File: config.mk
export PLATFORM = sky130hd
export DESIGN_NAME = eee_tx_lpi_timing
export DESIGN_NICKNAME = d
export VERILOG_FILES = /design/src/verilog/eee_pkg.sv /design/src/verilog/eee_reg_if.sv /design/src/verilog/eee_us_tick.sv /design/src/verilog/eee_ahb_slave.sv /design/src/verilog/eee_tx_lpi_timing.sv
export SDC_FILE = /design/constraint.sdc
export NUM_CORES = 1
export LEC_CHECK = 0
export ABC_AREA = 1
export BUFFER_PORTS_ARGS = -buffer_cell sky130_fd_sc_hd__buf_2
export CAP_MARGIN = 40
export CELL_PAD_IN_SITES_DETAIL_PLACEMENT = 1
export CELL_PAD_IN_SITES_GLOBAL_PLACEMENT = 1
export CORE_UTILIZATION = 46
export CTS_BUF_LIST = sky130_fd_sc_hd__clkbuf_8 sky130_fd_sc_hd__clkbuf_16
export CTS_CLUSTER_DIAMETER = 80
export DETAILED_ROUTE_END_ITERATION = 8
export PLACE_DENSITY = 0.9
export REMOVE_ABC_BUFFERS = 1
export SETUP_SLACK_MARGIN = 0.2
export SLEW_MARGIN = 20
export SYNTH_ARGS = -nofsm -noshare
export SYNTH_HDL_FRONTEND = slang
export SYNTH_SLANG_ARGS = --single-unit
File: constraint.sdc
create_clock -name sys_clk -period 3.1 [get_ports sys_clk]
set_input_delay 0.31 -clock sys_clk [delete_from_list [all_inputs] [get_ports sys_clk]]
set_output_delay 0.31 -clock sys_clk [all_outputs]
set_load 0.1 [all_outputs]
File: src/verilog/eee_pkg.sv
// shared constants and types for the eee transmit lpi timing block
package eee_pkg;
  localparam int ADDR_W = 12;
  localparam logic [ADDR_W-1:0] LPI_DELAY_OFS = 12'h130;
  localparam logic [ADDR_W-1:0] WAKE_WAIT_OFS = 12'h134;
  localparam logic [ADDR_W-1:0] CTRL_OFS = 12'h150;
  localparam logic [ADDR_W-1:0] STATE_OFS = 12'h154;
  localparam logic [ADDR_W-1:0] INTERRUPT_STATUS_REGISTER_OFS = 12'h158;
  localparam logic [ADDR_W-1:0] INT_CLR_OFS = 12'h15C;
  localparam logic [ADDR_W-1:0] INT_EN_OFS = 12'h160;
  localparam int CTRL_EN_BIT = 0;
  localparam int INT_W = 2;
  localparam int INT_ENTRY_BIT = 0;
  localparam int INT_WAKE_BIT = 1;
  localparam int WAKE_GIG_LSB = 16;
  localparam int WAKE_FAST_LSB = 0;
  localparam logic [31:0] LPI_DELAY_RST = 32'h0000_0000;
  localparam logic [15:0] WAKE_GIG_RST = 16'h0021;
  localparam logic [15:0] WAKE_FAST_RST = 16'h001E;
  localparam logic [1:0] SPEED_100 = 2'h1;
  localparam logic [1:0] SPEED_1000 = 2'h2;
  localparam logic [7:0] LPI_TXD_CODE = 8'h01;
  localparam logic [2:0] HSIZE_WORD = 3'h2;
  localparam int CLK_PERIOD_NS = 100;
  localparam int TICK_TIME_NS = 1000;
  localparam int HALF_TICK_RAW = (TICK_TIME_NS / 2) / CLK_PERIOD_NS;
  localparam int HALF_TICK_CYCLES = HALF_TICK_RAW < 1 ? 1 : HALF_TICK_RAW;

  typedef enum logic [3:0] {
    ST_IDLE = 4'h1,
    ST_WAIT = 4'h2,
    ST_LPI = 4'h4,
    ST_WAKE = 4'h8
  } eee_state_type;

  function automatic logic eee_eligible(input logic en,
    input logic [1:0] speed, input logic fullDuplex, input logic bothEee);
    eee_eligible = en && fullDuplex && bothEee &&
      (speed == SPEED_100 || speed == SPEED_1000);
  endfunction : eee_eligible
endpackage : eee_pkg

File: src/verilog/eee_reg_if.sv
// register access path between the bus slave and the register file
`timescale 1ns/1ps
interface eee_reg_if;
  import eee_pkg::*;
  logic wrEn;
  logic [ADDR_W-1:0] addr;
  logic [31:0] wdata;
  logic [31:0] rdata;
  modport slave (output wrEn, output addr, output wdata, input rdata);
  modport regs (input wrEn, input addr, input wdata, output rdata);
endinterface : eee_reg_if

File: src/verilog/eee_us_tick.sv
// free-running prescaler giving half-microsecond and microsecond ticks
`timescale 1ns/1ps
module eee_us_tick
  import eee_pkg::*;
#(
  parameter int HALF_CYCLES = HALF_TICK_CYCLES
)
(
  // clock and reset
  input wire logic sys_clk,
  input wire logic rst_n,
  // ticks
  output logic halfTick,
  output logic usTick
);
  localparam int CW = HALF_CYCLES > 1 ? $clog2(HALF_CYCLES) : 1;
  logic [CW-1:0] cnt_q;
  logic phase_q;

  always_ff @(posedge sys_clk or negedge rst_n)
  begin
    if (!rst_n)
    begin
      cnt_q <= '0;
      phase_q <= 1'b0;
      halfTick <= 1'b0;
      usTick <= 1'b0;
    end
    else if (cnt_q == CW'(HALF_CYCLES - 1))
    begin
      cnt_q <= '0;
      phase_q <= ~phase_q;
      halfTick <= 1'b1;
      usTick <= phase_q;
    end
    else
    begin
      cnt_q <= cnt_q + CW'(1);
      halfTick <= 1'b0;
      usTick <= 1'b0;
    end
  end
endmodule : eee_us_tick

File: src/verilog/eee_ahb_slave.sv
// ahb-lite slave: writes in zero wait states, reads with one wait state
`timescale 1ns/1ps
module eee_ahb_slave
  import eee_pkg::*;
(
  // clock and reset
  input wire logic sys_clk,
  input wire logic rst_n,
  // ahb-lite
  input wire logic hsel,
  input wire logic [31:0] haddr,
  input wire logic [1:0] htrans,
  input wire logic hwrite,
  input wire logic [2:0] hsize,
  input wire logic [31:0] hwdata,
  input wire logic hready,
  output logic hreadyout,
  output logic hresp,
  output logic [31:0] hrdata,
  // register path
  eee_reg_if.slave regs
);
  logic pendWr_q;
  logic pendRd_q;
  logic rdDone_q;
  logic mapped_q;
  logic [ADDR_W-1:0] addr_q;
  logic accept;
  logic mapped;

  assign accept = hsel && htrans[1];
  // odd sizes, misaligned or out-of-window addresses are dropped quietly
  assign mapped = hsize == HSIZE_WORD && haddr[1:0] == 2'h0 &&
    haddr[31:ADDR_W] == '0;

  always_ff @(posedge sys_clk or negedge rst_n)
  begin
    if (!rst_n)
    begin
      pendWr_q <= 1'b0;
      pendRd_q <= 1'b0;
      rdDone_q <= 1'b0;
      mapped_q <= 1'b0;
      addr_q <= '0;
    end
    else if (hready)
    begin
      pendWr_q <= accept && hwrite;
      pendRd_q <= accept && !hwrite;
      rdDone_q <= 1'b0;
      mapped_q <= mapped;
      addr_q <= haddr[ADDR_W-1:0];
    end
    else if (pendRd_q)
      rdDone_q <= 1'b1;
  end

  // read data is captured in the wait state so that a write just before
  // is already visible
  always_ff @(posedge sys_clk or negedge rst_n)
  begin
    if (!rst_n)
      hrdata <= 32'h0000_0000;
    else if (pendRd_q && !rdDone_q)
      hrdata <= mapped_q ? regs.rdata : 32'h0000_0000;
  end

  assign hreadyout = !(pendRd_q && !rdDone_q);
  assign hresp = 1'b0;
  assign regs.wrEn = pendWr_q && mapped_q;
  assign regs.addr = addr_q;
  assign regs.wdata = hwdata;
endmodule : eee_ahb_slave

File: src/verilog/eee_tx_lpi_timing.sv
// transmit low-power-idle entry and wake timing with its registers
// Behaviour
// - 32-bit entry delay in us, resets zero
// - feature disabled: no lpi action at all
// - delay elapsed: start lpi, set entry flag
// - entry and fast wake waits timed by 1 us tick, gigabit wake by 0.5 us tick, maybe longer
// - zero delay enters lpi with no wait
// - fifo data during wait restarts timer
// - wake wait holds transmit, before gap
// - fast wake: lower half, 1 us, 30
// - lpi needs enable, speed, duplex, negotiation
`timescale 1ns/1ps
module eee_tx_lpi_timing
  import eee_pkg::*;
(
  // clock and reset
  input wire logic sys_clk,
  input wire logic rst_n,
  // ahb-lite register bus
  input wire logic hsel,
  input wire logic [31:0] haddr,
  input wire logic [1:0] htrans,
  input wire logic hwrite,
  input wire logic [2:0] hsize,
  input wire logic [31:0] hwdata,
  input wire logic hready,
  output logic hreadyout,
  output logic hresp,
  output logic [31:0] hrdata,
  // mac transmit path and link status
  input wire logic txFifoEmpty,
  input wire logic [1:0] linkSpeed,
  input wire logic linkFullDuplex,
  input wire logic linkBothEee,
  output logic txLpiActive,
  output logic txHold,
  // lpi symbols toward the phy
  output logic lpiTxEn,
  output logic lpiTxEr,
  output logic [7:0] lpiTxd,
  // interrupt
  output logic irq
);
  eee_reg_if regBus ();

  logic halfTick;
  logic usTick;
  logic energyEfficientEnable_q;
  logic [31:0] lpiEntryDelayCount_q;
  logic [15:0] wakeWaitGigabitCount_q;
  logic [15:0] wakeWaitFastCount_q;
  logic [INT_W-1:0] intSts_q;
  logic [INT_W-1:0] intEn_q;
  logic irq_q;
  eee_state_type state_q;
  logic [31:0] entryCnt_q;
  logic [15:0] wakeCnt_q;
  logic wakeGig_q;
  logic lpiTxEr_q;
  logic [7:0] lpiTxd_q;
  logic eligible;
  logic entryFire;
  logic wakeTick;
  logic [15:0] wakeTarget;
  logic wakeDone;
  logic [INT_W-1:0] intClr;
  logic [INT_W-1:0] intSet;
  logic [INT_W-1:0] intEnNext;
  logic stIdle;
  logic stWait;
  logic stLpi;
  logic stWake;

  eee_ahb_slave u_slave (
    .sys_clk(sys_clk),
    .rst_n(rst_n),
    .hsel(hsel),
    .haddr(haddr),
    .htrans(htrans),
    .hwrite(hwrite),
    .hsize(hsize),
    .hwdata(hwdata),
    .hready(hready),
    .hreadyout(hreadyout),
    .hresp(hresp),
    .hrdata(hrdata),
    .regs(regBus.slave)
  );

  // shared prescaler keeps entry and wake waits on one time base
  eee_us_tick u_tick (
    .sys_clk(sys_clk),
    .rst_n(rst_n),
    .halfTick(halfTick),
    .usTick(usTick)
  );

  function automatic logic wr_hit(input logic [ADDR_W-1:0] ofs);
    wr_hit = regBus.wrEn && regBus.addr == ofs;
  endfunction : wr_hit

  // software registers
  always_ff @(posedge sys_clk or negedge rst_n)
  begin
    if (!rst_n)
    begin
      energyEfficientEnable_q <= 1'b0;
      lpiEntryDelayCount_q <= LPI_DELAY_RST;
      wakeWaitGigabitCount_q <= WAKE_GIG_RST;
      wakeWaitFastCount_q <= WAKE_FAST_RST;
      intEn_q <= '0;
    end
    else
    begin
      if (wr_hit(CTRL_OFS))
        energyEfficientEnable_q <= regBus.wdata[CTRL_EN_BIT];
      // counts are taken as written; the enable is not checked here
      if (wr_hit(LPI_DELAY_OFS))
        lpiEntryDelayCount_q <= regBus.wdata;
      if (wr_hit(WAKE_WAIT_OFS))
      begin
        wakeWaitGigabitCount_q <= regBus.wdata[WAKE_GIG_LSB +: 16];
        wakeWaitFastCount_q <= regBus.wdata[WAKE_FAST_LSB +: 16];
      end
      if (wr_hit(INT_EN_OFS))
        intEn_q <= regBus.wdata[INT_W-1:0];
    end
  end

  always_comb
  begin
    regBus.rdata = 32'h0000_0000;
    unique case (regBus.addr)
      LPI_DELAY_OFS: regBus.rdata = lpiEntryDelayCount_q;
      WAKE_WAIT_OFS: regBus.rdata = {wakeWaitGigabitCount_q,
        wakeWaitFastCount_q};
      CTRL_OFS: regBus.rdata[CTRL_EN_BIT] = energyEfficientEnable_q;
      STATE_OFS: regBus.rdata[3:0] = state_q;
      INTERRUPT_STATUS_REGISTER_OFS: regBus.rdata[INT_W-1:0] = intSts_q;
      INT_EN_OFS: regBus.rdata[INT_W-1:0] = intEn_q;
      default: regBus.rdata = 32'h0000_0000;
    endcase
  end

  assign stIdle = state_q == ST_IDLE;
  assign stWait = state_q == ST_WAIT;
  assign stLpi = state_q == ST_LPI;
  assign stWake = state_q == ST_WAKE;

  assign eligible = eee_eligible(energyEfficientEnable_q, linkSpeed,
    linkFullDuplex, linkBothEee);

  // expiry needs delay+1 ticks, so the wait is never short of the count
  assign entryFire = txFifoEmpty && eligible &&
    ((stIdle && lpiEntryDelayCount_q == 32'h0000_0000) ||
     (stWait && usTick && entryCnt_q == lpiEntryDelayCount_q));

  assign wakeTick = wakeGig_q ? halfTick : usTick;
  assign wakeTarget = wakeGig_q ? wakeWaitGigabitCount_q :
    wakeWaitFastCount_q;
  assign wakeDone = stWake && wakeTick && wakeCnt_q == wakeTarget;

  // entry and wake timing
  always_ff @(posedge sys_clk or negedge rst_n)
  begin
    if (!rst_n)
    begin
      state_q <= ST_IDLE;
      entryCnt_q <= 32'h0000_0000;
      wakeCnt_q <= 16'h0000;
      wakeGig_q <= 1'b0;
    end
    else
    begin
      unique case (state_q)
        ST_IDLE:
        begin
          entryCnt_q <= 32'h0000_0000;
          if (entryFire)
            state_q <= ST_LPI;
          else if (txFifoEmpty && eligible)
            state_q <= ST_WAIT;
        end
        ST_WAIT:
        begin
          if (!txFifoEmpty || !eligible)
            state_q <= ST_IDLE;
          else if (entryFire)
            state_q <= ST_LPI;
          else if (usTick)
            entryCnt_q <= entryCnt_q + 32'h0000_0001;
        end
        ST_LPI:
        begin
          if (!txFifoEmpty || !eligible)
          begin
            state_q <= ST_WAKE;
            wakeCnt_q <= 16'h0000;
            wakeGig_q <= linkSpeed == SPEED_1000;
          end
        end
        ST_WAKE:
        begin
          if (wakeDone)
            state_q <= ST_IDLE;
          else if (wakeTick)
            wakeCnt_q <= wakeCnt_q + 16'h0001;
        end
        default: state_q <= ST_IDLE;
      endcase
    end
  end

  // lpi symbols: tx enable low, error high, code on the data lanes
  always_ff @(posedge sys_clk or negedge rst_n)
  begin
    if (!rst_n)
    begin
      lpiTxEr_q <= 1'b0;
      lpiTxd_q <= 8'h00;
    end
    else
    begin
      lpiTxEr_q <= stLpi && txFifoEmpty && eligible;
      lpiTxd_q <= (stLpi && txFifoEmpty && eligible) ?
        LPI_TXD_CODE : 8'h00;
    end
  end

  assign lpiTxEn = 1'b0;
  assign lpiTxEr = lpiTxEr_q;
  assign lpiTxd = lpiTxd_q;
  assign txLpiActive = stLpi;
  // the mac starts its normal gap only after this drops
  assign txHold = stWake || stLpi;

  // interrupts: a set in the same cycle as a clear wins
  assign intClr = wr_hit(INT_CLR_OFS) ? regBus.wdata[INT_W-1:0] : '0;
  assign intSet = {wakeDone, entryFire};
  // the level follows an enable write in the same cycle, not one later
  assign intEnNext = wr_hit(INT_EN_OFS) ? regBus.wdata[INT_W-1:0] : intEn_q;

  always_ff @(posedge sys_clk or negedge rst_n)
  begin
    if (!rst_n)
    begin
      intSts_q <= '0;
      irq_q <= 1'b0;
    end
    else
    begin
      intSts_q <= (intSts_q & ~intClr) | intSet;
      irq_q <= |(((intSts_q & ~intClr) | intSet) & intEnNext);
    end
  end

  assign irq = irq_q;
endmodule : eee_tx_lpi_timing

### Yosys cells after proc, flatten, opt, wreduce, memory -nomap -nowiden

Index checks and enable logic that the tools add are counted.

* flip-flop bits (word level): 179
* output and inout port bits: 47
* logic and storage cells: 131
* bits of input ports: 79

* bitwise gates (word level): 5
* muxes and demuxes: 30
* add/sub/neg operators: 3
* equality and inequality tests: 26
* reduce and logical (&&, ||, !) cells: 44

Operators by type and width (number)
* $mux W32: 4
* $eq A12 B9 Y1 const B: 7
* $mux W16: 4
* $pmux W32 S2: 1
* $pmux W28 S2: 1
* $add A32 B1 Y32 const B: 1
* $eq A32 B32 Y1: 1
* $logic_not A32 Y1: 1
* $pmux W16 S2: 1
* $logic_and A1 B1 Y1: 24
* $mux W4: 6
* $logic_not A20 Y1: 1
* $add A16 B1 Y16 const B: 1
* $eq A16 B16 Y1: 1
* $pmux W4 S4: 1
* $reduce_and A4 Y1: 3
* $ne A2 B2 Y1 const B: 5
* $mux W1: 6
* $ne A3 B2 Y1 const B: 2
* $pmux W1 S6: 1
* $pmux W2 S3: 1
* $reduce_bool A2 Y1: 3
* $logic_not A1 Y1: 5
* $pmux W1 S5: 1
* 20 further kinds: 26

### Longest topological paths before layout

* word-level depth: 8
* gate-level depth with buffers: 16
* mapped depth without buffers: 14

### Modules after synthesis

Synthesis repeated with hierarchy kept, for this count alone.

* cell total of the unflattened synthesis: 1583
* area total of the unflattened synthesis: 10923.0 um^2

By module, submodules not included
* eee_tx_lpi_timing: area an instance 8475.6 um^2, sequential area each 3111.7 um^2, instances 1, cells an instance 1295
* eee_ahb_slave: area an instance 2212.1 um^2, sequential area each 1201.2 um^2, instances 1, cells an instance 265
* eee_us_tick: area an instance 235.2 um^2, sequential area each 150.1 um^2, instances 1, cells an instance 23

### Worst setup path before layout

Ideal clock, no wire load.

* kind: register to register
* from: register state_q[1]
* to: register wakeCnt_q[10]
* arrival time: 3.371 ns
* setup slack: -0.389 ns
* buffers on the path: 2
* required time: 2.982 ns
* library setup time: 0.118 ns
* cell stages (with the launch flop): 15
* clock period less this slack: 3.489 ns
* cell sequence: dfrtp_1 inv_2 nand2_1 nor3_2 inv_2 nand2_1 nand2_1 clkinv_1 nand2_1 inv_2 nand2_2 buf_6 buf_6 nand2_1 o21ai_2

* elaborated cells between the ends (all ways): 10
* those cells by class: eq/ne: 5; mux: 1; reduce/logical: 4

RTL lines
* start: declaration: RTL line eee_tx_lpi_timing.sv:55 `eee_state_type state_q;`
* start signal: assignment: RTL line eee_tx_lpi_timing.sv:168 `state_q <= ST_IDLE;`
* start signal: assignment: RTL line eee_tx_lpi_timing.sv:180 `state_q <= ST_LPI;`
* start signal: assignment: RTL line eee_tx_lpi_timing.sv:182 `state_q <= ST_WAIT;`
* $eq A4 B3 Y1 (*)
* named net txLpiActive: RTL line eee_tx_lpi_timing.sv:35 `output logic txLpiActive,`
* $ne A2 B1 Y1 (no source line) / $reduce_bool A2 Y1 (equally long branches)
* $reduce_and A4 Y1 (no source line)
* end signal: assignment: RTL line eee_tx_lpi_timing.sv:207 `wakeCnt_q <= wakeCnt_q + 16'h0001;`
* end: declaration: RTL line eee_tx_lpi_timing.sv:57 `logic [15:0] wakeCnt_q;`

The timed path passes the listed nets; every way through them passes the cells marked *.
A chain may end at the register's enable or synchronous reset.

### Worst setup path after layout

* from: register wakeGig_q
* to: register wakeCnt_q[12]

* word-level cells in the longest chain between the ends: 5
* elaborated cells between the ends (all ways): 8
* those cells by class: eq/ne: 3; mux: 2; reduce/logical: 3

Ends and longest elaborated chain
* start: declaration: RTL line eee_tx_lpi_timing.sv:58 `logic wakeGig_q;`
* start signal: assignment: RTL line eee_tx_lpi_timing.sv:171 `wakeGig_q <= 1'b0;`
* start signal: assignment: RTL line eee_tx_lpi_timing.sv:199 `wakeGig_q <= linkSpeed == SPEED_1000;`
* $mux W16 / $mux W1 (equally long branches): RTL line eee_tx_lpi_timing.sv:159, eee_tx_lpi_timing.sv:158
* $eq A16 B16 Y1 / $logic_and A1 B1 Y1 (equally long branches): RTL line eee_tx_lpi_timing.sv:161 `assign wakeDone = stWake && wakeTick && wakeCnt_q == wakeTarget;`
* $logic_and A1 B1 Y1: RTL line eee_tx_lpi_timing.sv:161
* $ne A2 B2 Y1 (no source line)
* $reduce_and A4 Y1 (no source line) (*)

Mark *: on every way between the ends. The rest lies on a longest branch, timed or not.

==> results.tsv <==
metric	value	unit
detail-route-antenna-nets	0	
initial_utilization	47.24	%
wl_per_cell	20.71	µm
rsz0062_at_grt	false	
finalSetupViolations	0	
power_density	456.3	nW/µm²
cts_buffers	17	
nFillCells	2871	
dp_slack	308.3	ps
async_flop_share	100.0	%
n_antenna_cell	0	
stdcell_count	1842	
fin_crit	2684	ps
synth_area_leader_cell	dfrtp_1	
netlist_top_cells_area	dfrtp_1 (41%), nand2_1 (16%), inv_1 (6.3%), o21ai_0 (5.9%), nor2_1 (5.6%)	
crit_chain	buf_12 > o21ai_0 > xor2_1 > nand2_1 > nor2_1 > nand3_1 > nand2_1 > inv_2 > nand2_4 > nand2_1 > nand2_1	
synth_area	10400	µm²
syn_inst	1453	
synth.avg_cell_area	7.161	µm²
post-place-cells	1809	
num_vias	10750	
status	complete, but fails checks	
crit_path_start_kind	flip-flop	
ys_types	45	
synth_top_area_share	41.13	%
setup_slack	416.3	ps
hpwl	27780	µm
finalSetupTns	0	ps
worstSkewPairLatency	440	ps
track_usage	34.16	%
crit_top_cell	nand2_1	
cts-root-buf	clkbuf_16	
p_leak	6.036	nW
finalMaxSlewViolations	0	
critPathCaptureType	flip-flop	
skew	17.01	ps
synthToLayoutAreaGrowth	13.73	%
firstDrtPassIters	7	
relSlewSlack	49.69	%
fin_area	11830	µm²
viasPerCell	5.837	
fin_crit_sh	86.57	%
tightest_slew	753.8	ps
io_buffers	115	
synth_warnings	0	
violations	DRC	
grt_max_degree	67	
crit_slowest_cell	dfrtp_1	
layout-drive-gt1-share	12.36	%
cp.required	3480	ps
dieArea	23220	µm²
ys_seq_area_share	42.89	%
clk_path_buf_depth	2	
drv_cap	0	
path_clk_slew	80	ps
finalHoldViolations	0	
hold_path.class	in2reg	
gp_congestion	0.9496	
pin_count	126	
utilization	53.73	%
rows	54	
synthTopCellsByCount	nand2_1 (438), inv_1 (175), dfrtp_1 (171)	
fin_total_pwr	5.399	mW
hold_ws	66.83	ps
fmax	0.3726	GHz
ys_seq_elements	178	
layout.nets	1633	
yosys_most_used_dff	dfrtp_1	
max_stage_delay	510	ps
synth_most_common_cell	nand2_1	
die_w	152.4	µm
cts.sinks	178	
drt-initial-drc-count	742	
fp.dieH	152.4	µm
worstPathMaxFanout	32	
totalWireLength	38150	µm
drc	6	
cts_tree	done	
grt-ovfl-total	0	
synth_edf_count	0	
htree_levels	4	
grt_pass1_wl	62000	µm
crit_type	reg2reg	
ir_drop	0.3248	mV
core_area	22030	µm²
arrival	3060	ps
post_dp_cell_area	11220	µm²
first_global_vias	11420	
antenna_found_initial	0	
-- worst paths after layout --
path,from,to,slack [ps],cells past startpoint
setup reg to reg,wakeGig_q,wakeCnt_q[12],420,11
min in group asynchronous,rst_n,entryCnt_q[30],470,2
hold / removal,haddr[8],u_slave.regs.addr[8],70,3
setup / recovery,wakeGig_q,wakeCnt_q[12],420,11
max in group asynchronous,rst_n,u_slave.hrdata[20],1820,3
hold reg to reg,u_slave.regs.addr[8],u_slave.regs.addr[8],480,2
-- sequential cells by signal (all words and copies together), names as in the netlist --
| signal | count |
|---|---|
| u_tick.cnt_q | 3 |
| u_slave.hrdata | 32 |
| lpiTxEr | 1 |
| lpiEntryDelayCount_q | 32 |
| u_tick.phase_q | 1 |
| u_tick.usTick | 1 |
| u_slave.pendRd_q | 1 |
| entryCnt_q | 32 |
| energyEfficientEnable_q | 1 |
| state_q | 4 |
| u_slave.mapped_q | 1 |
| wakeGig_q | 1 |
| u_slave.rdDone_q | 1 |
| intEn_q | 2 |
| u_slave.pendWr_q | 1 |
| u_slave.regs.addr | 12 |
| irq | 1 |
| intSts_q | 2 |
| u_tick.halfTick | 1 |
| wakeWaitGigabitCount_q | 16 |
| wakeWaitFastCount_q | 16 |
| wakeCnt_q | 16 |
-- per-layer routing --
layer | routed length [µm] | up-vias | track usage (%)
met5 | 0 | - | 0
met4 | 1168 | 0 | 12.20
met3 | 2063 | 82 | 4.551
met2 | 18830 | 389 | 59.62
met1 | 16080 | 5398 | 43.37
li1 | - | 4882 | -
-- worst max-delay path, delay by kind of cell, from the launching register on --
kind	cells	cell delay, ps
buffers and inverters	2	310
flip-flops	1	510
AO/OA/AOI/OAI	1	470
XOR/XNOR	1	200
AND/OR/NAND/NOR	7	1110
-- cell usage in the layout, fill, tap and decap left out, drive strengths merged, types with 18 or more instances in the layout --
| cell | n |
|---|---|
| clkbuf | 18 |
| a22o | 28 |
| xor2 | 25 |
| nand2 | 439 |
| nand3 | 47 |
| dfrtp | 171 |
| inv | 187 |
| nand4 | 71 |
| buf | 135 |
| nor2 | 156 |
| nor3 | 35 |
| o21ai | 140 |
| o22ai | 20 |
-- timing repair --
action	CTS	global route
buffers inserted	0	0
gates resized for setup	0	2
hold endpoints to repair	61	0
hold buffers	1	0
setup endpoints to repair	0	16
-- logic make-up (layout without fill, tap and decap cells) --
kind of cell | Yosys count | after routing | synth area share [%]
buffers and inverters | 249 | 350 | 9.788
adder cells (fa/ha/maj) | 5 | 5 | 0.6013
AND/OR/NAND/NOR | 771 | 771 | 31.45
AO/OA/AOI/OAI | 211 | 211 | 12.04
flip-flops | 178 | 178 | 42.89
XOR/XNOR | 38 | 38 | 3.199
other | 1 | 9 | 0.03604
-- power by group --
group          internal, mW  switching (mW)  total (mW)
logic                 0.146           0.619       0.764
clock network          1.11            1.13        2.24
registers              2.36          0.0346        2.40
total                  3.62            1.78        5.40
-- cell type report --
cell class	count	area [µm²]	area share [%]
Multi-Input combinational cell	1034	4967	41.98
Sequential cell	178	4463	37.71
Timing Repair Buffer	136	767.0	6.481
Inverter	182	683.2	5.773
Clock buffer	18	439.2	3.711
Tap cell	280	350.3	2.960
Clock inverter	14	163.9	1.385
No activity file was read; power rests on OpenSTA's default activity.
